==> src/pkg/rxm_pkg.sv <==
// constants and carrier types shared by the receive mac datapath
package rxm_pkg;
   localparam int LANES = 8;
   localparam logic [3:0] LANE_N = 4'h8;
   localparam logic [3:0] FCS_N = 4'h4;
   // control characters and preamble bytes
   localparam logic [7:0] CH_START = 8'hfb;
   localparam logic [7:0] CH_TERM = 8'hfd;
   localparam logic [7:0] PRE_BYTE = 8'h55;
   localparam logic [7:0] SFD_BYTE = 8'hd5;
   localparam logic [7:0] START_CTL = 8'h80;
   // reflected crc-32
   localparam logic [31:0] CRC_POLY = 32'hedb8_8320;
   localparam logic [31:0] CRC_INIT = 32'hffff_ffff;
   localparam logic [31:0] CRC_RESIDUE = 32'hdebb_20e3;
   // control frame decode and one-hot status
   localparam logic [15:0] ETYPE_CTRL = 16'h8808;
   localparam logic [15:0] OP_STD = 16'h0001;
   localparam logic [15:0] OP_PFC = 16'h0101;
   localparam logic [2:0] CLS_NONE = 3'h0;
   localparam logic [2:0] CLS_STD = 3'h1;
   localparam logic [2:0] CLS_PFC = 3'h2;
   localparam logic [2:0] CLS_OTHER = 3'h4;
   // flow control build modes
   localparam int FLOW_NONE = 0;
   localparam int FLOW_STD = 1;
   localparam int FLOW_PFC = 2;
   // register map, byte addresses
   localparam logic [11:0] A_CTRL = 12'h000;
   localparam logic [11:0] A_CRC = 12'h004;
   localparam logic [11:0] A_STAT = 12'h008;
   localparam int FWD_BIT = 0;
   localparam int STD_EN_BIT = 1;
   localparam int PFC_LSB = 8;
   localparam int PFC_MSB = 15;
   localparam int STRIP_BIT = 0;
   localparam logic [31:0] CTRL_MASK = 32'h0000_ff03;
   localparam logic [31:0] CTRL_RST = 32'h0000_ff02;
   localparam logic [31:0] CRC_MASK = 32'h0000_0001;
   localparam logic [31:0] CRC_RST = 32'h0000_0001;
   // one buffered word of a frame
   typedef struct packed {
      logic [63:0] data;
      logic [3:0] cnt;
      logic sop;
      logic eop;
      logic ferr;
      logic merr;
   } beat_t;
endpackage

==> src/core/eth_rx_mac_datapath.sv <==
// receive mac datapath: preamble check, crc check, strip, frame filter
`timescale 1ns/100ps
`default_nettype none
module eth_rx_mac_datapath #(
   parameter int PRE_PASS = 0,
   parameter int CUSTOM_IF = 0,
   parameter int FCS_ALIGN = 1,
   parameter int FLOW_MODE = 1,
   parameter int DEPTH = 4
) (
   // clock, reset, enable
   input wire logic clk,
   input wire logic rst_n,
   input wire logic ce,
   // phy words, lane 0 in the top byte
   input wire logic [63:0] phy_data,
   input wire logic [7:0] phy_ctl,
   input wire logic phy_valid,
   // apb slave
   input wire logic psel,
   input wire logic penable,
   input wire logic pwrite,
   input wire logic [11:0] paddr,
   input wire logic [31:0] pwdata,
   output logic [31:0] prdata,
   output logic pready,
   output logic pslverr,
   // client stream
   output logic [63:0] rx_data,
   output logic rx_valid,
   output logic rx_sop,
   output logic rx_eop,
   output logic [2:0] rx_empty,
   output logic [1:0] rx_error,
   output logic rx_fcs_error,
   output logic rx_fcs_valid,
   output logic [2:0] rx_ctrl_status,
   // gap octets, custom interface only
   output logic [63:0] gap_data,
   output logic gap_valid,
   // pause indications toward transmit
   output logic pause_std,
   output logic pause_pfc
);
   localparam int PW = $clog2(DEPTH);
   localparam int IDX = 1 + PRE_PASS;
   localparam int FDLY = (FCS_ALIGN != 0) ? 0 : 1;
   typedef enum logic {ST_IDLE, ST_FRAME} st_t;

   st_t st_r;
   rxm_pkg::beat_t mem [DEPTH];
   rxm_pkg::beat_t pb, hd, pk;
   logic [PW-1:0] wp_r, rp_r;
   logic [PW:0] cnt_r, eops_r;
   logic [31:0] crc_r, crc_nx, ctrl_r, strip_r;
   logic [15:0] ok_r, bad_r;
   logic [3:0] t;
   logic [2:0] cls, cls_now;
   logic first_r, drop_r, pend_v_r, pend_e_r;
   logic pre_ok, has_ctl, fin, merr, ferr, strip, short_end;
   logic retag, push, emit, drop_c, drop_now, eop_now, acc;

   function automatic logic [7:0] lane(input logic [63:0] d,
                                       input int i);
      return d[63-8*i -: 8];
   endfunction

   // byte-wise reflected crc: first bit into the divider is each
   // byte's lsb, so fcs x31 lands in bit 0 of its first byte
   function automatic logic [31:0] crc_word(input logic [31:0] c,
                                            input logic [63:0] d,
                                            input logic [3:0] n);
      logic [31:0] r;
      r = c;
      for (int i = 0; i < rxm_pkg::LANES; i++) begin
         if (4'(i) < n) begin
            r = r ^ {24'h00_0000, lane(d, i)};
            for (int j = 0; j < 8; j++) begin
               r = r[0] ? ((r >> 1) ^ rxm_pkg::CRC_POLY) : (r >> 1);
            end
         end
      end
      return r;
   endfunction

   // lowest lane holding a control character, 8 when none
   always_comb begin
      t = rxm_pkg::LANE_N;
      for (int i = rxm_pkg::LANES - 1; i >= 0; i--) begin
         if (phy_ctl[rxm_pkg::LANES-1-i]) begin
            t = 4'(i);
         end
      end
   end

   // start must sit in lane 0; a start elsewhere never matches
   always_comb begin
      pre_ok = phy_ctl == rxm_pkg::START_CTL &&
               lane(phy_data, 0) == rxm_pkg::CH_START &&
               lane(phy_data, 7) == rxm_pkg::SFD_BYTE;
      for (int i = 1; i < 7; i++) begin
         if (lane(phy_data, i) != rxm_pkg::PRE_BYTE) begin
            pre_ok = 1'b0;
         end
      end
   end

   // end of frame: terminate is normal, any other control is malformed
   assign strip = strip_r[rxm_pkg::STRIP_BIT];
   assign has_ctl = t != rxm_pkg::LANE_N;
   assign fin = phy_valid && st_r == ST_FRAME && has_ctl;
   assign merr = lane(phy_data, int'(t[2:0])) != rxm_pkg::CH_TERM;
   assign crc_nx = crc_word(crc_r, phy_data, t);
   assign ferr = merr || crc_nx != rxm_pkg::CRC_RESIDUE;
   assign short_end = strip ? (t <= rxm_pkg::FCS_N) : (t == 4'h0);
   assign retag = fin && !first_r && short_end;
   assign push = phy_valid && !retag &&
                 ((st_r == ST_IDLE && pre_ok && PRE_PASS != 0) ||
                  st_r == ST_FRAME);

   // word to buffer; the fcs tail is cut from the last beat
   always_comb begin
      pb = '0;
      pb.data = phy_data;
      pb.cnt = rxm_pkg::LANE_N;
      pb.sop = (st_r == ST_IDLE) || first_r;
      if (fin) begin
         pb.eop = 1'b1;
         pb.merr = merr;
         pb.ferr = ferr;
         pb.cnt = strip ? t - rxm_pkg::FCS_N : t;
         if (first_r && short_end) begin
            pb.cnt = 4'h1;
            pb.merr = 1'b1;
            pb.ferr = 1'b1;
         end
      end
   end

   // frame state; after an end we wait for a fresh start, so a late
   // terminate never makes a second eop
   always_ff @(posedge clk or negedge rst_n) begin
      if (!rst_n) begin
         st_r <= ST_IDLE;
         crc_r <= rxm_pkg::CRC_INIT;
         first_r <= 1'b1;
      end else if (ce && phy_valid) begin
         case (st_r)
            ST_IDLE: begin
               if (pre_ok) begin
                  st_r <= ST_FRAME;
                  crc_r <= rxm_pkg::CRC_INIT;
                  first_r <= PRE_PASS == 0;
               end
            end
            ST_FRAME: begin
               crc_r <= crc_nx;
               first_r <= 1'b0;
               if (has_ctl) begin
                  st_r <= ST_IDLE;
               end
            end
            default: st_r <= ST_IDLE;
         endcase
      end
   end

   // frame buffer storage; a short tail retags the newest beat as
   // the last one instead of pushing a beat that holds only fcs
   always_ff @(posedge clk) begin
      if (ce && push) begin
         mem[wp_r] <= pb;
      end
      if (ce && retag) begin
         mem[wp_r - 1'b1].eop <= 1'b1;
         mem[wp_r - 1'b1].cnt <= strip ? t + rxm_pkg::FCS_N
                                      : rxm_pkg::LANE_N;
         mem[wp_r - 1'b1].ferr <= ferr;
         mem[wp_r - 1'b1].merr <= merr;
      end
   end

   // hold back until the ethertype word is in, or drain on an end
   assign hd = mem[rp_r];
   assign pk = mem[rp_r + PW'(IDX)];
   assign emit = cnt_r != '0 && (cnt_r > (PW+1)'(IDX) || eops_r != '0);

   always_ff @(posedge clk or negedge rst_n) begin
      if (!rst_n) begin
         wp_r <= '0;
         rp_r <= '0;
         cnt_r <= '0;
         eops_r <= '0;
      end else if (ce) begin
         if (push) begin
            wp_r <= wp_r + 1'b1;
         end
         if (emit) begin
            rp_r <= rp_r + 1'b1;
         end
         cnt_r <= cnt_r + (PW+1)'(push) - (PW+1)'(emit);
         eops_r <= eops_r + (PW+1)'((push && pb.eop) || retag)
                          - (PW+1)'(emit && hd.eop);
      end
   end

   // classify at sop from the buffered type and opcode word
   always_comb begin
      cls = rxm_pkg::CLS_NONE;
      if (cnt_r > (PW+1)'(IDX) && pk.data[31:16] == rxm_pkg::ETYPE_CTRL) begin
         if (pk.data[15:0] == rxm_pkg::OP_STD) begin
            cls = rxm_pkg::CLS_STD;
         end else if (pk.data[15:0] == rxm_pkg::OP_PFC) begin
            cls = rxm_pkg::CLS_PFC;
         end else begin
            cls = rxm_pkg::CLS_OTHER;
         end
      end
      for (int k = 0; k < IDX; k++) begin
         if (mem[rp_r + PW'(k)].eop) begin
            cls = rxm_pkg::CLS_NONE;
         end
      end
   end

   // only the pause kind of the built mode is withheld
   assign drop_c = !ctrl_r[rxm_pkg::FWD_BIT] &&
      ((FLOW_MODE == rxm_pkg::FLOW_STD && cls == rxm_pkg::CLS_STD) ||
       (FLOW_MODE == rxm_pkg::FLOW_PFC && cls == rxm_pkg::CLS_PFC));
   assign drop_now = hd.sop ? drop_c : drop_r;
   assign cls_now = hd.sop ? cls : rx_ctrl_status;
   assign eop_now = emit && hd.eop && !drop_now;

   // client outputs, all registered on clk
   always_ff @(posedge clk or negedge rst_n) begin
      if (!rst_n) begin
         rx_data <= '0;
         rx_valid <= 1'b0;
         rx_sop <= 1'b0;
         rx_eop <= 1'b0;
         rx_empty <= 3'h0;
         rx_error <= 2'h0;
         rx_ctrl_status <= rxm_pkg::CLS_NONE;
         drop_r <= 1'b0;
      end else if (ce) begin
         rx_data <= hd.data;
         rx_valid <= emit && !drop_now;
         rx_sop <= emit && hd.sop && !drop_now;
         rx_eop <= eop_now;
         rx_empty <= eop_now ? 3'(rxm_pkg::LANE_N - hd.cnt) : 3'h0;
         rx_error <= eop_now ? {hd.ferr, hd.merr} : 2'h0;
         if (emit && hd.sop) begin
            rx_ctrl_status <= cls;
            drop_r <= drop_c;
         end
      end
   end

   // fcs report: on the eop beat, or one cycle later when unaligned
   always_ff @(posedge clk or negedge rst_n) begin
      if (!rst_n) begin
         rx_fcs_valid <= 1'b0;
         rx_fcs_error <= 1'b0;
         pend_v_r <= 1'b0;
         pend_e_r <= 1'b0;
      end else if (ce) begin
         pend_v_r <= eop_now;
         pend_e_r <= eop_now && hd.ferr;
         if (FCS_ALIGN != 0) begin
            rx_fcs_valid <= eop_now;
            rx_fcs_error <= eop_now && hd.ferr;
         end else begin
            rx_fcs_valid <= pend_v_r;
            rx_fcs_error <= pend_e_r;
         end
      end
   end

   // pause action and frame counters; acts even on withheld frames
   always_ff @(posedge clk or negedge rst_n) begin
      if (!rst_n) begin
         pause_std <= 1'b0;
         pause_pfc <= 1'b0;
         ok_r <= 16'h0000;
         bad_r <= 16'h0000;
      end else if (ce) begin
         pause_std <= emit && hd.eop && !hd.ferr &&
            FLOW_MODE == rxm_pkg::FLOW_STD && cls_now == rxm_pkg::CLS_STD &&
            ctrl_r[rxm_pkg::STD_EN_BIT];
         pause_pfc <= emit && hd.eop && !hd.ferr &&
            FLOW_MODE == rxm_pkg::FLOW_PFC && cls_now == rxm_pkg::CLS_PFC &&
            ctrl_r[rxm_pkg::PFC_MSB:rxm_pkg::PFC_LSB] != 8'h00;
         if (emit && hd.eop && !hd.ferr) begin
            ok_r <= ok_r + 1'b1;
         end
         if (emit && hd.eop && hd.merr) begin
            bad_r <= bad_r + 1'b1;
         end
      end
   end

   // gap words pass out only on the custom interface
   always_ff @(posedge clk or negedge rst_n) begin
      if (!rst_n) begin
         gap_valid <= 1'b0;
         gap_data <= '0;
      end else if (ce) begin
         gap_valid <= CUSTOM_IF != 0 && phy_valid &&
                      st_r == ST_IDLE && !pre_ok;
         gap_data <= phy_data;
      end
   end

   // apb slave, one wait state so read data comes from a flop
   assign acc = psel && penable && pready;

   always_ff @(posedge clk or negedge rst_n) begin
      if (!rst_n) begin
         pready <= 1'b0;
         prdata <= '0;
         pslverr <= 1'b0;
         ctrl_r <= rxm_pkg::CTRL_RST;
         strip_r <= rxm_pkg::CRC_RST;
      end else if (ce) begin
         pready <= psel && penable && !pready;
         prdata <= '0;
         pslverr <= 1'b0;
         if (psel && penable && !pready) begin
            case (paddr)
               rxm_pkg::A_CTRL: prdata <= ctrl_r;
               rxm_pkg::A_CRC: prdata <= strip_r;
               rxm_pkg::A_STAT: prdata <= {bad_r, ok_r};
               default: pslverr <= 1'b1;
            endcase
         end
         if (acc && pwrite) begin
            case (paddr)
               rxm_pkg::A_CTRL: ctrl_r <= pwdata & rxm_pkg::CTRL_MASK;
               rxm_pkg::A_CRC: strip_r <= pwdata & rxm_pkg::CRC_MASK;
               default: ;
            endcase
         end
      end
   end

   // checks; helper tracks whether a delivered packet is open
   logic in_pkt_r;
   always_ff @(posedge clk or negedge rst_n) begin
      if (!rst_n) begin
         in_pkt_r <= 1'b0;
      end else if (ce && rx_valid) begin
         in_pkt_r <= !rx_eop;
      end
   end
endmodule
`default_nettype wire

==> config.mk <==
export PLATFORM = sky130hd
export DESIGN_NAME = eth_rx_mac_datapath
export DESIGN_NICKNAME = d
export VERILOG_FILES = /design/src/pkg/rxm_pkg.sv /design/src/core/eth_rx_mac_datapath.sv
export SDC_FILE = /design/constraint.sdc
export NUM_CORES = 1
export LEC_CHECK = 0
export BUFFER_PORTS_ARGS = -buffer_cell sky130_fd_sc_hd__buf_4
export CORE_MARGIN = 2
export CORE_UTILIZATION = 45
export CTS_CLUSTER_DIAMETER = 40
export DETAILED_ROUTE_END_ITERATION = 12
export PLACE_DENSITY = 0.7
export REMOVE_ABC_BUFFERS = 1
export SLEW_MARGIN = 20
export SYNTH_ARGS = -nofsm -noshare
export SYNTH_HDL_FRONTEND = slang
export SYNTH_SLANG_ARGS = --single-unit
==> constraint.sdc <==
create_clock -name clk -period 17.7 [get_ports clk]
set_clock_uncertainty 0.1 [all_clocks]
set_input_delay 2.655 -clock clk [delete_from_list [all_inputs] [get_ports clk]]
set_output_delay 2.655 -clock clk [all_outputs]
set_load 0.02 [all_outputs]
# [After elaboration in Yosys (flattened, before gate mapping)]
# Memories as Yosys holds them, arrays and structs flattened.
# Cells that the tools add are included.
[totals] reg_bits=263 latchBits=0 ram_bits=288 mem_bits_ro=0 in_bits=123 out_inout_bits=178 word_cells=316 n_memories=1
[memory_table] memory="mem" depth=4 word_bits=72 read_ports=2 rd_clocked_by_memory_dff=0 wr=1 line="eth_rx_mac_datapath.sv:51" rtl="rxm_pkg::beat_t mem [DEPTH];"
[classes] addsub=13 multipliers=0 div=0 order_cmp=10 eq_ne=20 shift=1 n_mux=119 n_bitwise=73 reduce_logical=54
[op_table] op="two-way mux 32 bit" count=74
[op_table] op="NOT 13 -> 14 bit" count=64
[op_table] op="XOR 32 x 8 -> 32 bit" count=8
[op_table] op="one-hot mux 32 bit (3 select lines)" count=1
[op_table] op="two-way mux 72 bit" count=1
[op_table] op="OR reduction 72 bit" count=1
[op_table] op="variable part select 71 x 7 -> 8 bit" count=1
[op_table] op="one-hot mux 32 bit (2 select lines)" count=1
[op_table] op="two-way mux 4 bit" count=12
[op_table] op="inequality test 8 x 7 -> 1 bit (second input constant)" count=6
[op_table] op="adder 16 x 1 -> 16 bit (second input constant)" count=2
[op_table] op="inequality test 32 bit (second input constant)" count=1
[op_table] op="logical AND 1 bit" count=30
[op_table] op="== test 8 bit (second input constant)" count=3
[op_table] op="two-way mux 3 bit" count=7
[op_table] op="two-way mux 1 bit" count=17
[op_table] op="== test 16 x 1 -> 1 bit (second input constant)" count=1
[op_table] op="== test 16 bit (second input constant)" count=1
[op_table] op="== test 16 x 9 -> 1 bit (second input constant)" count=1
[op_table] op="< comparator 3 x 4 -> 1 bit (first input constant)" count=4
[op_table] op="== test 12 x 3 -> 1 bit (second input constant)" count=1
[op_table] op="== test 12 x 4 -> 1 bit (second input constant)" count=1
[op_table] op="logical NOT 12 bit" count=1
[op_table] op="AND reduction 2 bit" count=6
[op_table] op="other kinds (25)" count=45

# [Depth between registers and ports, before layout]
[depth] ltp_word=152 depth_mapped=38 depth_no_buf=30

# [Worst setup path before layout]
# Ideal clock, no wire load.
[synth_timing] path_type="input port to flip-flop" startpoint="input port phy_ctl[7]" endpoint="memory mem[0][10] in the netlist's numbering (enable)" arrival_ns=11.901 required_ns=17.032 slack_ns=5.131 stages=20 path_buffers=14 cell_sequence="clkbuf_1 -> clkbuf_1 -> buf_2 -> nor2_1 -> clkbuf_1 -> buf_1 -> buf_1 -> clkbuf_1 -> nand2_1 -> clkbuf_1 -> buf_1 -> buf_1 -> nor2_1 -> clkbuf_1 -> buf_1 -> buf_1 -> clkbuf_1 -> or3_1 -> nand2_1 -> nor3_1"
[synth_between] elab_chain_cells=12 word_cells_on_any_way=20 cone_classes="order compare: 1; eq/ne: 1; mux: 8; reduce/logical: 10"
[synth_lines] item="start, declared" line="eth_rx_mac_datapath.sv:17" rtl="input wire logic [7:0] phy_ctl,"
[synth_lines] item="two-way mux 4 bit *" line="eth_rx_mac_datapath.sv:90" rtl="if (phy_ctl[rxm_pkg::LANES-1-i]) begin"
[synth_lines] item="parallel branches: the longest is 3 deep, another holds <= comparator 4 x 3 -> 1 bit"
[synth_lines] item="logical AND 1 bit *" line="eth_rx_mac_datapath.sv:116" rtl="assign retag = fin && !first_r && short_end;"
[synth_lines] item="parallel branches: the longest is 7 deep, another holds OR reduction 72 bit"
[synth_lines] item="end, declared" line="eth_rx_mac_datapath.sv:51"
# Every way passes the cells marked *.

# [Worst setup path in the final report]
[layout_timing] startpoint="input port phy_ctl[7]" endpoint="memory mem[1][1] in the netlist's numbering (data pin)"
[layout_between] elab_chain_cells=103 word_cells_on_any_way=156 cone_classes="add/sub: 1; order compare: 9; eq/ne: 3; shift: 1; mux: 71; bitwise: 63; reduce/logical: 8"
[layout_lines] item="two-way mux 4 bit *" line="eth_rx_mac_datapath.sv:90"
[layout_lines] item="< comparator 1 x 4 -> 1 bit" line="eth_rx_mac_datapath.sv:76" rtl="if (4'(i) < n) begin"
[layout_lines] item="two-way mux 32 bit" line="eth_rx_mac_datapath.sv:76"
[layout_lines] item="XOR 32 x 8 -> 32 bit" line="eth_rx_mac_datapath.sv:77" rtl="r = r ^ {24'h00_0000, lane(d, i)};"
[layout_lines] item="NOT 13 -> 14 bit (no source line) / two-way mux 32 bit (equally long branches)"
[layout_lines] item="two-way mux 32 bit / NOT 13 -> 14 bit (equally long branches)"
[layout_lines] item="NOT 13 -> 14 bit (no source line) / two-way mux 32 bit (equally long branches)"
[layout_lines] item="two-way mux 32 bit / NOT 13 -> 14 bit (equally long branches)"
[layout_lines] item="[87 not listed]"
[layout_lines] item="two-way mux 32 bit / NOT 13 -> 14 bit (equally long branches)"
[layout_lines] item="two-way mux 32 bit" line="eth_rx_mac_datapath.sv:79" rtl="r = r[0] ? ((r >> 1) ^ rxm_pkg::CRC_POLY) : (r >> 1);"
[layout_lines] item="two-way mux 32 bit" line="eth_rx_mac_datapath.sv:76"
[layout_lines] item="inequality test 32 bit" line="eth_rx_mac_datapath.sv:114" rtl="assign ferr = merr || crc_nx != rxm_pkg::CRC_RESIDUE;"
[layout_lines] item="logical OR 1 bit" line="eth_rx_mac_datapath.sv:114"
[layout_lines] item="two-way mux 2 bit" line="eth_rx_mac_datapath.sv:132" rtl="if (first_r && short_end) begin"
[layout_lines] item="two-way mux 3 bit" line="eth_rx_mac_datapath.sv:127" rtl="if (fin) begin"
[layout_lines] item="two-way mux 72 bit (no source line) *"
# Every way passes the cells marked *; elsewhere a longest branch is shown, timed or not. The select of a mux whose other input is x is not followed.

==> flow_summary.json <==
{
  "worstReg2RegStart": "crc_r[0]",
  "cts.repair.resized": 0,
  "wl_per_cell_um": 23.2,
  "cts_max_path_buffers": 3,
  "wl_um": 98300,
  "power.internal_uw": 4240,
  "critPathArrivalTime_ps": 15010,
  "worstHoldStart": "bad_r[15]",
  "cp-start-kind": "input pin",
  "critPathLaunch": "phy_ctl[7]",
  "max-cap-violations": 0,
  "design.die.area_um2": 79100,
  "worst_pin_slew_ps": 1070,
  "fin_cells": 4241,
  "grt_pass1_vias": 23700,
  "grt_antenna_before_repair": 3,
  "finalCritPeriodShare_pct": 83.5,
  "rows": 101,
  "dr.pass1.iters": 6,
  "power_switching_uw": 2760,
  "synth_top_area_share_pct": 24.7,
  "fmax_mhz": 67.6,
  "cp.required_ps": 17930,
  "cp_slowest_cell": "xnor2_1",
  "synth-edff-count": 284,
  "numPlacedInstances": 4084,
  "gp_congestion": 0.975,
  "postCtsHoldBufs": 0,
  "post-cts-setup-buffers": 0,
  "port_buffers": 276,
  "drc": 0,
  "vdd_drop_max_uv": 96.5,
  "core_um2": 76100,
  "layout_commonest_cell": "xnor2_1",
  "hp-class": "reg2reg",
  "hpwl_um": 71800,
  "share_comb_of_total_power_pct": 53.5,
  "synthTopCellsByArea": "edfxtp_1 (25%), dfrtp_1 (16%), xnor2_1 (8.1%)",
  "mostFrequentLayoutCells": "xnor2_1 (319), buf_4 (308), edfxtp_1 (284)",
  "critPathKind": "in2reg",
  "fin_crit_ps": 14780,
  "synth-seq-cells": 546,
  "hold_viol": 0,
  "grt_pass1_wl_um": 148000,
  "die_h_um": 281,
  "tns_ps": 0,
  "grtUsageTotal_pct": 24.8,
  "grt-ovfl-total": 0,
  "fill_cells": 6478,
  "synth_area_leader_cell": "edfxtp_1",
  "grt_max_degree": 160,
  "maxSlewHeadroom_pct": 28.4,
  "ff2ff_setup_slack_ps": 4620,
  "die_w_um": 281,
  "syn-mean-instance-area_um2": 11.9,
  "nets": 3274,
  "clkPwrFrac_pct": 23.7,
  "cp_top_family": "XOR/XNOR gates",
  "pre_cts_slack_ps": 2700,
  "seq_area_frac_synth_pct": 43.8,
  "avgViaCountPerCell": 5.76,
  "syn_to_final_growth_pct": 17.1,
  "drt_iter0_drc": 2112,
  "cpMostUsedCell": "xnor2_1",
  "critPathCaptureType": "flip-flop",
  "p_seq_share_pct": 22.8,
  "clock_latency_ps": 650,
  "status": "finished, final reports clean",
  "cts_max_level": 3,
  "setup_viol": 0,
  "path_buf_inv": 2,
  "power.leakage_uw": 0.0159,
  "worst_slack_ps": 2920,
  "root_buffer": "clkbuf_16",
  "cts_tree": "done",
  "ant_nets": 0,
  "critPathMaxStageDelay_ps": 700,
  "postSynth.asyncResetShare_pct": 48.0,
  "vias": 24400,
  "drive_gt1_share_pct": 26.5,
  "worstPathMaxFanout": 54,
  "clkTransAtPathRegs_ps": 60,
  "cts.sinks": 546,
  "synth_cells": 2916,
  "synth_ff_type": "edfxtp_1",
  "cts_buffers": 83,
  "power.density_nw_per_um2": 173,
  "yosys_warnings": 0,
  "start_util_pct": 45.5,
  "rsz0062_at_grt": "no",
  "design.portCount": 301,
  "synth_area_um2": 34600,
  "synth.distinct_cells": 115,
  "finalMaxSlewViolations": 0,
  "switching_share_pct": 39.4
}
==> power groups by stage <==
stage                     clock, µW  sequential, µW  combinational, µW
after floorplan                   0            1750               2680
after global routing           1750            1620               3990
final                          1660            1590               3750
after global placement            0            1610               3650
after CTS                      1690            1600               3710
after detailed placement          0            1620               3690
==> registers in the layout (all words and copies together), names as in the netlist, 2 cells and up <==
signal / cells
bad_r: 16
cnt_r: 3
crc_r: 32
ctrl_r: 10
eops_r: 3
gap_data: 64
mem: 284
ok_r: 16
prdata: 32
rp_r: 2
rx_ctrl_status: 3
rx_data: 64
rx_empty: 3
rx_error: 2
wp_r: 2
==> worst paths after layout <==
kind | to | depth (start not counted)
min in group asynchronous | rx_data[60] | 1
worst max-delay path | mem[1][1] | 30
max in group asynchronous | rp_r[1] | 2
worst min register to register | bad_r[15] | 1
worst min-delay path | bad_r[15] | 1
worst max register to register | mem[1][1] | 29
==> cells in the mapped netlist (9+ instances only) <==
cell / number
mux2_2: 165
a31oi_1: 21
xnor2_1: 319
and2_1: 22
nand2b_1: 12
a21oi_1: 125
nor4b_1: 11
inv_1: 34
clkbuf_1: 113
a211oi_1: 17
o21ai_1: 10
o21ai_0: 81
xnor2_2: 20
a22o_1: 30
mux4_2: 72
xor3_1: 10
nor3b_1: 9
mux2i_1: 75
a211o_1: 12
dfstp_2: 43
nor4_1: 35
edfxtp_1: 284
xor2_1: 96
buf_1: 36
nand3b_1: 10
nor2_1: 225
ha_1: 10
and3_1: 21
o22a_1: 16
nor2b_1: 63
buf_2: 14
nor3_1: 42
a21o_1: 11
o211ai_1: 27
xnor3_1: 92
o2bb2ai_1: 12
nand2_1: 203
dfrtp_1: 219
nand3_1: 58
nand4_1: 30
or3_1: 14
==> kinds of logic (layout without fill, tap and decap cells) <==
family,after synthesis,after routing,synth area share [%]
xor+xnor,559,559,19.6
buf+inv,209,502,2.43
flops,546,546,43.8
fa+ha+maj,12,12,0.477
simple gates,801,801,11.5
compound gates,470,470,9.65
mux,318,318,12.5
other cells,1,3,0.0108
==> per-layer routing <==
| metal | part of all wire (%) | global-route usage, % | up-vias |
|---|---|---|---|
| li1 | - | - | 11200 |
| met1 | 42 | 34.3 | 12100 |
| met2 | 47 | 39.6 | 975 |
| met3 | 8.0 | 4.37 | 161 |
| met4 | 2.8 | 8.03 | 2 |
| met5 | 0.0071 | 0 | - |
==> worst reg2reg max path, delay by kind of cell, from the launching register on <==
| family | cells | cell delay [ps] |
|---|---|---|
| flops | 1 | 670 |
| compound gates | 7 | 3260 |
| mux | 3 | 990 |
| xor+xnor | 12 | 5160 |
| simple gates | 7 | 2570 |
==> area by class of cell <==
cell class	instances	area, µm²	share of cell area (%)
multi-input combinational	2162	18700	46.2
sequential	546	15100	37.4
timing repair buffer	311	2360	5.82
clock buffer	96	2180	5.37
tap	1030	1290	3.18
clock inverter	60	699	1.73
inverter	35	131	0.324
antenna	1	2.50	0.00618
==> stage by stage <==
| stage | area, µm² | total power [µW] | util [%] | hold WS (ps) |
|---|---|---|---|---|
| detailed placement | 37600 | 5310 | 49.4 | 360 |
| global route | 40500 | 7360 | 53.2 | 388 |
| floorplan | 33900 | 4430 | - | 342 |
| finish | 40500 | 7000 | 53.2 | 370 |
| global placement | 37600 | 5270 | 49.4 | 358 |
| CTS | 40500 | 7000 | 53.2 | 376 |
No activity file was read; power rests on OpenSTA's default activity.
